### config.mk
export PLATFORM = sky130hd
export DESIGN_NAME = ssp_port
export DESIGN_NICKNAME = d
export VERILOG_FILES = /design/src/rtl/ssp_pkg.sv /design/src/rtl/ssp_port.sv
export SDC_FILE = /design/constraint.sdc
export NUM_CORES = 1
export LEC_CHECK = 0
export BUFFER_PORTS_ARGS = -buffer_cell sky130_fd_sc_hd__buf_2
export CORE_MARGIN = 3
export CORE_UTILIZATION = 60
export CTS_BUF_LIST = sky130_fd_sc_hd__clkbuf_4 sky130_fd_sc_hd__clkbuf_8 sky130_fd_sc_hd__clkbuf_16
export DETAILED_ROUTE_END_ITERATION = 10
export PLACE_DENSITY = 0.88
export SYNTH_ARGS = -nofsm -noshare
export SYNTH_HDL_FRONTEND = slang
export SYNTH_SLANG_ARGS = --single-unit
### constraint.sdc
create_clock -name clk -period 5 [get_ports clk]
set_clock_uncertainty 0.15 [all_clocks]
set_input_delay 0.75 -clock clk [delete_from_list [all_inputs] [get_ports clk]]
set_output_delay 0.75 -clock clk [all_outputs]
set_load 0.03 [all_outputs]
### src/rtl/ssp_pkg.sv
// Shared constants for the synchronous serial port
package ssp_pkg;
   // Bus and data widths
   localparam int unsigned APB_AW     = 12;           // Byte address width
   localparam int unsigned APB_DW     = 32;           // Bus data width
   localparam int unsigned WORD_W     = 16;           // Widest serial word
   localparam int unsigned FIFO_DEPTH = 8;            // Entries per FIFO
   localparam int unsigned PTR_W      = 4;            // Pointer with wrap bit

   // Register byte offsets
   localparam logic [11:0] OFS_CTRL0 = 12'h000;       // control_word_zero
   localparam logic [11:0] OFS_CTRL1 = 12'h004;       // control_word_one
   localparam logic [11:0] OFS_DATA  = 12'h008;       // FIFO data port
   localparam logic [11:0] OFS_STAT  = 12'h00C;       // FIFO and engine status
   localparam logic [11:0] OFS_PRESC = 12'h010;       // prescale_divisor
   localparam logic [11:0] OFS_MASK  = 12'h014;       // Interrupt mask
   localparam logic [11:0] OFS_RAW   = 12'h018;       // Raw interrupt state
   localparam logic [11:0] OFS_MIS   = 12'h01C;       // Masked interrupt state
   localparam logic [11:0] OFS_CLR   = 12'h020;       // Write one to clear
   localparam logic [11:0] OFS_DMA   = 12'h024;       // DMA request enables

   // control_word_zero fields
   localparam int unsigned C0_SIZE_LSB = 0;           // Word size minus one, 4 bits
   localparam int unsigned C0_FMT_LSB  = 4;           // Frame format, 2 bits
   localparam int unsigned C0_CPOL_BIT = 6;           // Idle clock level
   localparam int unsigned C0_DIV_LSB  = 8;           // bit_rate_divider_field, 8 bits
   // control_word_one fields
   localparam int unsigned C1_EN_BIT   = 1;           // Port enable
   localparam int unsigned C1_SLV_BIT  = 2;           // Slave mode select
   // Status fields
   localparam int unsigned ST_TFE = 0;                // Transmit FIFO empty
   localparam int unsigned ST_TNF = 1;                // Transmit FIFO not full
   localparam int unsigned ST_RNE = 2;                // Receive FIFO not empty
   localparam int unsigned ST_RFF = 3;                // Receive FIFO full
   localparam int unsigned ST_BSY = 4;                // Engine busy
   // Interrupt bit positions
   localparam int unsigned IRQ_TX = 0;                // Transmit service
   localparam int unsigned IRQ_RX = 1;                // Receive service
   localparam int unsigned IRQ_OR = 2;                // Receive overrun
   localparam int unsigned IRQ_TO = 3;                // Receive timeout

   // Reset values
   localparam logic [15:0] CTRL0_RST = 16'h0000;      // 4-bit SPI frames
   localparam logic [15:0] CTRL1_RST = 16'h0000;      // Disabled master
   localparam logic [7:0]  PRESC_RST = 8'h00;         // Treated as two
   localparam logic [3:0]  MASK_RST  = 4'h0;          // All masked
   localparam logic [1:0]  DMA_RST   = 2'h0;          // No DMA requests

   // Levels and limits
   localparam logic [3:0]  MIN_SIZE     = 4'h3;       // Four bit words
   localparam logic [3:0]  TX_SRV_LEVEL = 4'h4;       // Half full or less
   localparam logic [3:0]  RX_SRV_LEVEL = 4'h4;       // Half full or more
   localparam logic [3:0]  FIFO_FULL    = 4'h8;       // Level when full
   localparam int unsigned CLK_HZ       = 10_000_000; // Core clock rate
   localparam int unsigned RX_TIMEOUT_DEF = 64;       // Idle cycles before timeout

   // Frame formats
   typedef enum logic [1:0] {
      FMT_SPI = 2'h0,                                 // Select low during word
      FMT_SSI = 2'h1,                                 // High pulse in first bit
      FMT_CMD = 2'h2                                  // Full duplex as SPI, select low
   } ssp_fmt_e;

   // Serial engine states
   typedef enum logic [2:0] {
      ST_IDLE  = 3'b001,                              // Waiting for work
      ST_SHIFT = 3'b010,                              // Moving bits
      ST_DONE  = 3'b100                               // Storing received word
   } ssp_state_e;
endpackage

### src/rtl/ssp_port.sv
// Function
// - Master or slave mode selectable
// - Word length programmable four to sixteen
// - Separate eight-deep sixteen-bit transmit, receive FIFOs
// - Serialise transmit words, deserialise receive bits
// - Master clock from prescaler then divider
// - Rates up to five MHz reachable
// - Two control registers choose mode, format
// - Registers reached over APB bus
// - Four maskable interrupts provided
// - Overrun flagged when receive FIFO full
// - Timeout flagged while receive data waits
// - Combined interrupt ORs unmasked sources
// - DMA request signals for both FIFOs
// - SSI format frame pulse active high
// - SPI, command formats select active low
// - Transmit pad output always enabled
// - Clock pad output master, input slave
// - Link timing from reference clock
// - Prescaler even divisors two to 254
// - Divider one to 256 after prescaler
// - Disabled after reset until enabled
//
// Local design decisions: the APB slave port and the address map.
`timescale 1ns/1ps
`default_nettype none
module ssp_port #(
   parameter int unsigned RX_TIMEOUT_CYCLES = ssp_pkg::RX_TIMEOUT_DEF // Idle limit
) (
   input  wire logic                         clk,                  // Core and reference clock
   input  wire logic                         rst,                  // Synchronous reset
   input  wire logic                         psel,                 // APB select
   input  wire logic                         penable,              // APB access phase
   input  wire logic                         pwrite,               // APB write
   input  wire logic [ssp_pkg::APB_AW-1:0]   paddr,                // APB byte address
   input  wire logic [ssp_pkg::APB_DW-1:0]   pwdata,               // APB write data
   output logic      [ssp_pkg::APB_DW-1:0]   prdata,               // APB read data
   output logic                              pready,               // APB ready
   output logic                              pslverr,              // Unmapped address
   input  wire logic                         serial_in_line,       // Receive data pin
   output logic                              serial_out_line,      // Transmit data pin
   output logic                              serial_out_oe,        // Transmit pad enable
   input  wire logic                         slave_bit_clock_in,   // Clock pad input
   output logic                              master_bit_clock_out, // Clock pad output
   output logic                              bit_clock_oe,         // Clock pad enable
   input  wire logic                         slave_select_in_n,    // Select from master
   output logic                              frame_select_out,     // Frame or select out
   output logic                              frame_select_oe,      // Frame pad enable
   output logic                              tx_service_irq,       // Transmit FIFO low
   output logic                              rx_service_irq,       // Receive FIFO high
   output logic                              rx_overrun_irq,       // Receive overrun
   output logic                              rx_timeout_irq,       // Receive timeout
   output logic                              combined_irq,         // Any unmasked source
   output logic                              tx_dma_req,           // Transmit DMA request
   output logic                              rx_dma_req            // Receive DMA request
);
   import ssp_pkg::*;

   // Address decode used only by the error answer; the read mux has its own case
   function automatic logic is_mapped(input logic [11:0] a);
      is_mapped = (a == OFS_CTRL0) || (a == OFS_CTRL1) || (a == OFS_DATA) ||
                  (a == OFS_STAT)  || (a == OFS_PRESC) || (a == OFS_MASK) ||
                  (a == OFS_RAW)   || (a == OFS_MIS)   || (a == OFS_CLR)  ||
                  (a == OFS_DMA);
   endfunction

   // Mask of valid low bits for a word size
   function automatic logic [15:0] size_mask(input logic [3:0] sz);
      size_mask = 16'hFFFF >> (4'hF - sz);
   endfunction

   // Register state
   logic [15:0] ctrl0_q, ctrl0_d;                  // control_word_zero
   logic [15:0] ctrl1_q, ctrl1_d;                  // control_word_one
   logic [7:0]  presc_q, presc_d;                  // prescale_divisor
   logic [3:0]  mask_q, mask_d;                    // Interrupt mask
   logic [1:0]  dma_q, dma_d;                      // DMA enables
   logic        ovr_q, ovr_d;                      // Sticky overrun
   logic        tmo_q, tmo_d;                      // Sticky timeout
   logic [31:0] rdata_q, rdata_d;                  // Read data holding
   logic [15:0] tout_q, tout_d;                    // Receive idle counter

   // FIFO state
   logic [15:0]      tx_mem [FIFO_DEPTH];          // Transmit storage
   logic [15:0]      rx_mem [FIFO_DEPTH];          // Receive storage
   logic [PTR_W-1:0] tx_wr_q, tx_wr_d, tx_rd_q, tx_rd_d; // Transmit pointers
   logic [PTR_W-1:0] rx_wr_q, rx_wr_d, rx_rd_q, rx_rd_d; // Receive pointers

   // Engine state
   ssp_state_e  st_q, st_d;                        // Engine state
   logic [15:0] sh_q, sh_d;                        // Transmit shifter
   logic [15:0] rs_q, rs_d;                        // Receive shifter
   logic [3:0]  bit_q, bit_d;                      // Bits left minus one
   logic        phase_q, phase_d;                  // Master clock phase
   logic [6:0]  pre_q, pre_d;                      // Prescaler count
   logic [7:0]  div_q, div_d;                      // Rate divider count
   logic        sprev_q, sprev_d;                  // Last slave clock level

   // Decoded controls
   logic        enable, slave, cpol;               // Mode bits
   logic [3:0]  size;                              // Word size minus one
   logic [1:0]  fmt;                               // Frame format
   logic [6:0]  half;                              // Prescaler half period
   logic [3:0]  tx_lvl, rx_lvl;                    // FIFO fill levels
   logic        tx_empty, tx_full, rx_empty, rx_full; // FIFO flags
   logic        wr_acc, rd_setup, rd_acc;          // Bus strobes
   logic        tx_push, tx_pop, rx_push, rx_pop;  // FIFO moves
   logic        tick, lead, trail, slv_lvl;        // Bit timing events
   logic [3:0]  raw;                               // Raw interrupt vector

   // Control decode and FIFO flags
   always_comb begin
      enable   = ctrl1_q[C1_EN_BIT];
      slave    = ctrl1_q[C1_SLV_BIT];
      cpol     = ctrl0_q[C0_CPOL_BIT];
      fmt      = ctrl0_q[C0_FMT_LSB +: 2];
      // Sizes below four bits are raised to four
      size     = (ctrl0_q[C0_SIZE_LSB +: 4] < MIN_SIZE) ? MIN_SIZE
                 : ctrl0_q[C0_SIZE_LSB +: 4];
      // Least significant divisor bit ignored, zero treated as two
      half     = (presc_q[7:1] == 7'h00) ? 7'h01 : presc_q[7:1];
      tx_lvl   = tx_wr_q - tx_rd_q;
      rx_lvl   = rx_wr_q - rx_rd_q;
      tx_empty = (tx_lvl == 4'h0);
      tx_full  = (tx_lvl == FIFO_FULL);
      rx_empty = (rx_lvl == 4'h0);
      rx_full  = (rx_lvl == FIFO_FULL);
      wr_acc   = psel & penable & pwrite;
      rd_setup = psel & ~penable & ~pwrite;
      rd_acc   = psel & penable & ~pwrite;
      tx_push  = wr_acc & (paddr == OFS_DATA) & ~tx_full;
      rx_pop   = rd_acc & (paddr == OFS_DATA) & ~rx_empty;
      tx_pop   = (st_q == ST_IDLE) & (st_d == ST_SHIFT) & ~tx_empty;
      rx_push  = (st_q == ST_DONE) & ~rx_full;
      raw      = {tmo_q, ovr_q, (rx_lvl >= RX_SRV_LEVEL),
                  (tx_lvl <= TX_SRV_LEVEL)};
   end

   // Bit timing: master ticks from the counters, slave edges from the pad
   always_comb begin
      tick    = (pre_q == 7'h00) && (div_q == 8'h00);
      slv_lvl = slave_bit_clock_in ^ cpol;
      if (slave) begin
         // External clock sampled directly, kept under a twelfth of clk
         lead  = slv_lvl & ~sprev_q & ~slave_select_in_n;
         trail = ~slv_lvl & sprev_q & ~slave_select_in_n;
      end else begin
         lead  = tick & ~phase_q;
         trail = tick & phase_q;
      end
   end

   // Serial engine next state
   always_comb begin
      st_d    = st_q;
      sh_d    = sh_q;
      rs_d    = rs_q;
      bit_d   = bit_q;
      phase_d = phase_q;
      pre_d   = pre_q;
      div_d   = div_q;
      sprev_d = slv_lvl;
      unique case (st_q)
         ST_IDLE: begin
            phase_d = 1'b0;
            pre_d   = half - 7'h01;
            div_d   = ctrl0_q[C0_DIV_LSB +: 8];
            bit_d   = size;
            // Master starts on queued data, slave on select
            if (enable && ((!slave && !tx_empty) || (slave && !slave_select_in_n))) begin
               st_d = ST_SHIFT;
               // Left align so the top bit leaves first
               sh_d = tx_empty ? 16'h0000 : (tx_mem[tx_rd_q[2:0]] << (4'hF - size));
               rs_d = 16'h0000;
            end
         end
         ST_SHIFT: begin
            // Prescaler then divider, reloading on each tick
            if (pre_q != 7'h00) begin
               pre_d = pre_q - 7'h01;
            end else begin
               pre_d = half - 7'h01;
               div_d = (div_q != 8'h00) ? div_q - 8'h01
                       : ctrl0_q[C0_DIV_LSB +: 8];
            end
            if (!slave && tick) begin
               phase_d = ~phase_q;
            end
            if (lead) begin
               rs_d = {rs_q[14:0], serial_in_line};
            end
            if (trail) begin
               sh_d = {sh_q[14:0], 1'b0};
               if (bit_q == 4'h0) begin
                  st_d = ST_DONE;
               end else begin
                  bit_d = bit_q - 4'h1;
               end
            end
            // Disable or lost select abandons the word
            if (!enable || (slave && slave_select_in_n)) begin
               st_d = ST_IDLE;
            end
         end
         ST_DONE: begin
            st_d = ST_IDLE;
         end
      endcase
   end

   // Serial engine registers
   always_ff @(posedge clk) begin
      if (rst) begin
         st_q    <= ST_IDLE;
         sh_q    <= 16'h0000;
         rs_q    <= 16'h0000;
         bit_q   <= 4'h0;
         phase_q <= 1'b0;
         pre_q   <= 7'h00;
         div_q   <= 8'h00;
         sprev_q <= 1'b0;
      end else begin
         st_q    <= st_d;
         sh_q    <= sh_d;
         rs_q    <= rs_d;
         bit_q   <= bit_d;
         phase_q <= phase_d;
         pre_q   <= pre_d;
         div_q   <= div_d;
         sprev_q <= sprev_d;
      end
   end

   // FIFO pointer next values
   always_comb begin
      tx_wr_d = tx_wr_q + {3'h0, tx_push};
      tx_rd_d = tx_rd_q + {3'h0, tx_pop};
      rx_wr_d = rx_wr_q + {3'h0, rx_push};
      rx_rd_d = rx_rd_q + {3'h0, rx_pop};
   end

   // FIFO storage and pointers
   always_ff @(posedge clk) begin
      if (rst) begin
         tx_wr_q <= '0;
         tx_rd_q <= '0;
         rx_wr_q <= '0;
         rx_rd_q <= '0;
      end else begin
         tx_wr_q <= tx_wr_d;
         tx_rd_q <= tx_rd_d;
         rx_wr_q <= rx_wr_d;
         rx_rd_q <= rx_rd_d;
      end
      if (tx_push) begin
         tx_mem[tx_wr_q[2:0]] <= pwdata[15:0];
      end
      if (rx_push) begin
         rx_mem[rx_wr_q[2:0]] <= rs_q & size_mask(size);
      end
   end

   // Register file next values
   always_comb begin
      ctrl0_d = ctrl0_q;
      ctrl1_d = ctrl1_q;
      presc_d = presc_q;
      mask_d  = mask_q;
      dma_d   = dma_q;
      ovr_d   = ovr_q;
      tmo_d   = tmo_q;
      rdata_d = rdata_q;
      // Writes take effect in the access phase
      if (wr_acc) begin
         unique case (paddr)
            OFS_CTRL0: ctrl0_d = pwdata[15:0];
            OFS_CTRL1: ctrl1_d = pwdata[15:0];
            OFS_PRESC: presc_d = {pwdata[7:1], 1'b0};
            OFS_MASK:  mask_d  = pwdata[3:0];
            OFS_DMA:   dma_d   = pwdata[1:0];
            OFS_CLR: begin
               if (pwdata[IRQ_OR]) begin
                  ovr_d = 1'b0;
               end
               if (pwdata[IRQ_TO]) begin
                  tmo_d = 1'b0;
               end
            end
            default: ;                             // Data push elsewhere, read only or unmapped
         endcase
      end
      // Hardware set wins over a clear in the same cycle
      if ((st_q == ST_DONE) && rx_full) begin
         ovr_d = 1'b1;
      end
      // Idle receive data with no traffic counts toward timeout
      if (rx_empty || rx_push || rx_pop) begin
         tout_d = 16'h0000;
      end else if (tout_q == 16'(RX_TIMEOUT_CYCLES - 1)) begin
         tout_d = tout_q;
         tmo_d  = 1'b1;
      end else begin
         tout_d = tout_q + 16'h0001;
      end
      // Read data captured in the setup phase
      if (rd_setup) begin
         unique case (paddr)
            OFS_CTRL0: rdata_d = {16'h0000, ctrl0_q};
            OFS_CTRL1: rdata_d = {16'h0000, ctrl1_q};
            OFS_DATA:  rdata_d = {16'h0000, rx_mem[rx_rd_q[2:0]]};
            OFS_STAT:  rdata_d = {27'h0000000, (st_q != ST_IDLE), rx_full,
                                  ~rx_empty, ~tx_full, tx_empty};
            OFS_PRESC: rdata_d = {24'h000000, presc_q};
            OFS_MASK:  rdata_d = {28'h0000000, mask_q};
            OFS_RAW:   rdata_d = {28'h0000000, raw};
            OFS_MIS:   rdata_d = {28'h0000000, raw & mask_q};
            OFS_DMA:   rdata_d = {30'h00000000, dma_q};
            default:   rdata_d = 32'h00000000;     // Unmapped and clear reg
         endcase
      end
   end

   // Register file
   always_ff @(posedge clk) begin
      if (rst) begin
         ctrl0_q <= CTRL0_RST;
         ctrl1_q <= CTRL1_RST;
         presc_q <= PRESC_RST;
         mask_q  <= MASK_RST;
         dma_q   <= DMA_RST;
         ovr_q   <= 1'b0;
         tmo_q   <= 1'b0;
         rdata_q <= 32'h00000000;
         tout_q  <= 16'h0000;
      end else begin
         ctrl0_q <= ctrl0_d;
         ctrl1_q <= ctrl1_d;
         presc_q <= presc_d;
         mask_q  <= mask_d;
         dma_q   <= dma_d;
         ovr_q   <= ovr_d;
         tmo_q   <= tmo_d;
         rdata_q <= rdata_d;
         tout_q  <= tout_d;
      end
   end

   // Bus answer: always ready, error on unmapped
   assign prdata  = rdata_q;
   assign pready  = 1'b1;
   assign pslverr = psel & penable & ~is_mapped(paddr);

   // Pads
   assign serial_out_line      = sh_q[15];
   assign serial_out_oe        = 1'b1;
   assign master_bit_clock_out = phase_q ^ cpol;
   assign bit_clock_oe         = ~slave;
   assign frame_select_oe      = ~slave;
   // SSI pulses high in the first bit, others select low for the word
   assign frame_select_out = (fmt == FMT_SSI) ?
                             ((st_q == ST_SHIFT) && (bit_q == size))
                             : (st_q != ST_SHIFT);

   // Interrupts and DMA
   assign tx_service_irq = raw[IRQ_TX] & mask_q[IRQ_TX];
   assign rx_service_irq = raw[IRQ_RX] & mask_q[IRQ_RX];
   assign rx_overrun_irq = raw[IRQ_OR] & mask_q[IRQ_OR];
   assign rx_timeout_irq = raw[IRQ_TO] & mask_q[IRQ_TO];
   assign combined_irq   = |(raw & mask_q);
   assign tx_dma_req     = dma_q[0] & ~tx_full;
   assign rx_dma_req     = dma_q[1] & ~rx_empty;
endmodule // ssp_port
`default_nettype wire

==> metrics.md <==
| Metric | Value |
|---|---|
| Min Tclk post-route | 4.68 ns |
| Number of post-CTS setup repair buffers | 0 |
| Pwr Total | 6.71 mW |
| TritonCTS clock tree | built |
| Total number of yosys warnings | 0 |
| Run status | finished, final reports clean |
| Arr. time, crit path | 3.78 ns |
| Io pins | 99 |
| Crit path launch type | flip-flop |
| Global-route wire length before repair | 70,800 um |
| Die Ht | 181 um |
| Depth of the critical timing path with buffers and inverters included | 9 |
| Count of different cell masters after synthesis | 91 |
| Family of cells with the greatest summed delay on the critical path | flip-flops |
| CTS max path bufs | 3 |
| Overall routed net length | 45,500 um |
| Area share of the largest cell type after synthesis | 0.421 |
| Highest achievable clock rate | 214 MHz |
| Setup-failing EPs final | 0 |
| Final slew viol count | 0 |
| Capture instance of the worst register-to-register path | tx_mem[1][1]$_DFFE_PP_ |
| Setup total negative slack | 0 ns |
| First-pass DRT Iterations | 6 |
| Critical path start-end classification | flip-flop to primary output |
| CP Cell Sequence | inv_2, ha_1, nor2_1, a21oi_1, xnor2_1, a31o_2, nor2_1, or4_1, buf_2 |
| Number of endpoints with negative hold slack in the final report | 0 |
| Cell depth of the worst flop-to-flop path | 11 |
| Worst setup slack after layout | 0.325 ns |
| Antenna violations before repair | 2 |
| Starting density of the core | 0.613 |
| Internal Power | 5.34 mW |
| Largest fanout on the critical path | 17 |
| Leak pwr | 6.78 nW |
| CTS Hold Buffers Added | 0 |
| Post-synthesis async set-or-reset flop share | 0 |
| Clk slew on worst S/H paths | 0.06 ns |
| Setup repair after global routing missed its margin | false |
| Remaining global-route overflow | 0 |
| Most common cell after layout, fill and taps aside | edfxtp_1 |
| Worst Hold Margin | 0.307 ns |
| Pin count of the biggest net entering global routing | 98 |
| Area of the multi-input gates | 0.00700 mm^2 |
| Number of sinks handled by clock tree synthesis | 407 |
| Total Routing Usage GR | 0.274 |
| Proportion of power drawn by flip-flops and latches | 0.530 |
| Port Buffer Count | 64 |
| Sequential cell area | 0.0107 mm^2 |
| Share of post-route cells with drive strength above 1 | 0.177 |
| Cell type with the highest aggregate area in the netlist | edfxtp_1 |
| Final cycle utilization of the critical path | 0.935 |
| Number of nets with antenna violations after detailed routing | 0 |
| Post-synthesis sequential area ratio | 0.586 |
| Final nets | 1,645 |
| Slew @ Worst Pin | 1.33 ns |
| Overall die area | 0.0326 mm^2 |
| Worst-skew pair later-pin latency | 0.54 ns |
| Switching part of the total | 0.204 |
| Req. time, crit path | 4.10 ns |
| Residual DRC count | 0 |
| Max rail drop VDD | 0.319 mV |
| Setup slack of the most critical reg-to-reg path | 0.75 ns |
| Most frequent cells in the layout | 256 x edfxtp_1, 208 x nand2_1, 149 x dfxtp_1 |
| Core outline area | 0.0298 mm^2 |
| Maximum capacitance violations | 0 |
| Beginning of the worst register-to-register path | tx_rd_q[2]$_SDFF_PP0_ |
| Path type of the worst min-delay path | flip-flop to flip-flop |
| Count of flip-flops with a built-in enable after synthesis | 256 |
| # fillers | 1,990 |
| Resized Gates After CTS | 0 |
| Sw power | 1.37 mW |
| Critical Path Start | tx_rd_q[2]$_SDFF_PP0_ |
| Largest cells by area after synthesis | edfxtp_1 42%, dfxtp_1 17%, mux4_2 6.8%, nand2_1 4.3%, a21oi_1 2.6% |
| Critical hold path startpoint | ctrl0_q[7]$_SDFFE_PP0P_ |
| Overall via count from detail_route | 12,900 |
| Site Rows | 63 |
| Standard cell with the maximum stage delay on the critical path | dfxtp_1 |
| Clock tree root buffer cell | clkbuf_16 |
| Worst setup endpoint | combined_irq |
| Most numerous cell on the critical path | nor2_1 |
| Share of power burned in combinational logic | 0.020 |
| Horizontal extent of the die | 181 um |
| Htree depth | 2 |
| Post-synthesis register bit count | 407 |
| Top FF cell, synth | edfxtp_1 |
| Endpoint class of the critical path | primary output |
| Average wire per standard cell | 22.8 um |
| Gate count of the mapped netlist | 1,528 |
| Portion of total power attributed to the clock network | 0.449 |
| Power per standard cell area | 332 mW/mm^2 |
| Worst slew slack as a fraction of its limit | 0.109 |
| Vias per std cell | 6.47 |
| Number of DRC violations after detailed-routing iteration 0 | 1,652 |
| Final weighted congestion in routability-driven placement | 0.941 |
| Post-place setup slack | 0.896 ns |
| Largest stage delay, worst path | 0.77 ns |
| Count of buffering cells on the critical path with inverters included | 2 |
| Number of buffers inserted during clock tree synthesis | 40 |
| Total standard cell area after synthesis | 0.0183 mm^2 |
| Final core area utilization | 0.678 |
| Via count of the first global-routing pass | 12,700 |
| DP Wirelength | 29,100 um |
| P&R area growth vs syn | 10.6% |
| Syn Area/Cell | 12.0 um^2 |
[how the worst min path moves through the flow]
stage	slack [ns]	cells past startpoint	endpoint
after floorplan	0.28	2	sh_q[0]$_SDFFE_PP0P_
after global routing	0.32	2	ctrl1_q[0]$_SDFFE_PP0P_
after CTS	0.30	2	ctrl0_q[7]$_SDFFE_PP0P_
after detailed placement	0.30	2	ctrl0_q[7]$_SDFFE_PP0P_
after global placement	0.29	2	ctrl1_q[15]$_SDFFE_PP0P_
final	0.31	2	ctrl0_q[7]$_SDFFE_PP0P_
[cell families (layout without fill, tap and decap cells)]
logic type	after synthesis	count (layout)	share of synthesized area
AO/OA/AOI/OAI	270	270	0.0982
XOR/XNOR	41	41	0.0197
adder cells (fa/ha/maj)	22	22	0.0155
buffers and inverters	143	201	0.0375
flip-flops	407	407	0.586
multiplexers	102	102	0.100
other	2	20	0.000411
AND/OR/NAND/NOR	541	541	0.142
[tightest hold or removal path, cell delays in order (launching register included)]
cell	delay, ns
dfxtp_1	0.31
nand2_1	0.05
a21oi_1	0.05
[synth_stat cells (17+ instances only)]
cell and number:
a211oi_1 19, a21oi_1 95, buf_2 17, buf_4 21, clkbuf_1 66, dfxtp_1 151, edfxtp_1 256, ha_1 21
inv_1 26, mux2i_1 27, mux4_2 55, nand2_1 208, nand2b_1 28, nand3_1 47, nor2_1 122, nor2b_1 20
nor3_1 26, o21ai_0 36, xnor2_1 21, xor2_1 20
[power by group through the flow]
stage | Combinational [mW] | Clock [mW] | Sequential, mW
6_report | 0.137 | 3.02 | 3.56
2_1_floorplan | 0.0707 | 0 | 3.64
4_1_cts | 0.134 | 3.03 | 3.56
3_3_place_gp | 0.130 | 0 | 3.63
5_1_grt | 0.144 | 3.16 | 3.56
3_5_place_dp | 0.133 | 0 | 3.63
[metrics by stage]
stage,std cells,area (um^2)
finish,1994,20200
global route,1992,20200
CTS,1992,20200
detailed placement,1919,18900
global placement,1919,18900
floorplan,1544,18300
[sequential cells by signal, indices dropped and copies added, names as in the netlist]
| register | flops |
|---|---|
| rx_rd_q | 4 |
| sprev_q | 1 |
| tx_mem | 128 |
| pre_q | 7 |
| dma_q | 2 |
| div_q | 8 |
| presc_q | 7 |
| st_q | 3 |
| tout_q | 16 |
| ovr_q | 1 |
| rs_q | 16 |
| bit_q | 4 |
| tx_wr_q | 4 |
| rx_wr_q | 4 |
| phase_q | 1 |
| prdata | 16 |
| ctrl0_q | 16 |
| sh_q | 16 |
| tmo_q | 1 |
| rx_mem | 128 |
| tx_rd_q | 4 |
| mask_q | 4 |
| ctrl1_q | 16 |
[layer usage]
metal / vias up / track usage / share of wire / wire length (um)
met5: - / 0 / 0.00057 / 26
met4: 4 / 0.121 / 0.044 / 1990
met3: 171 / 0.0525 / 0.094 / 4260
met2: 790 / 0.450 / 0.48 / 21900
met1: 6234 / 0.361 / 0.38 / 17300
li1: 5712 / - / - / -
[area by class of cell]
class	count	area share
clock buffers	62	0.0592
inverters	30	0.00557
flip-flops and latches	407	0.530
repair buffers	98	0.0286
diodes	2	0.000248
multi-input cells	994	0.346
clock inverters	11	0.00576
well taps	390	0.0242
Note: power is estimated with default switching activity, not from simulation.
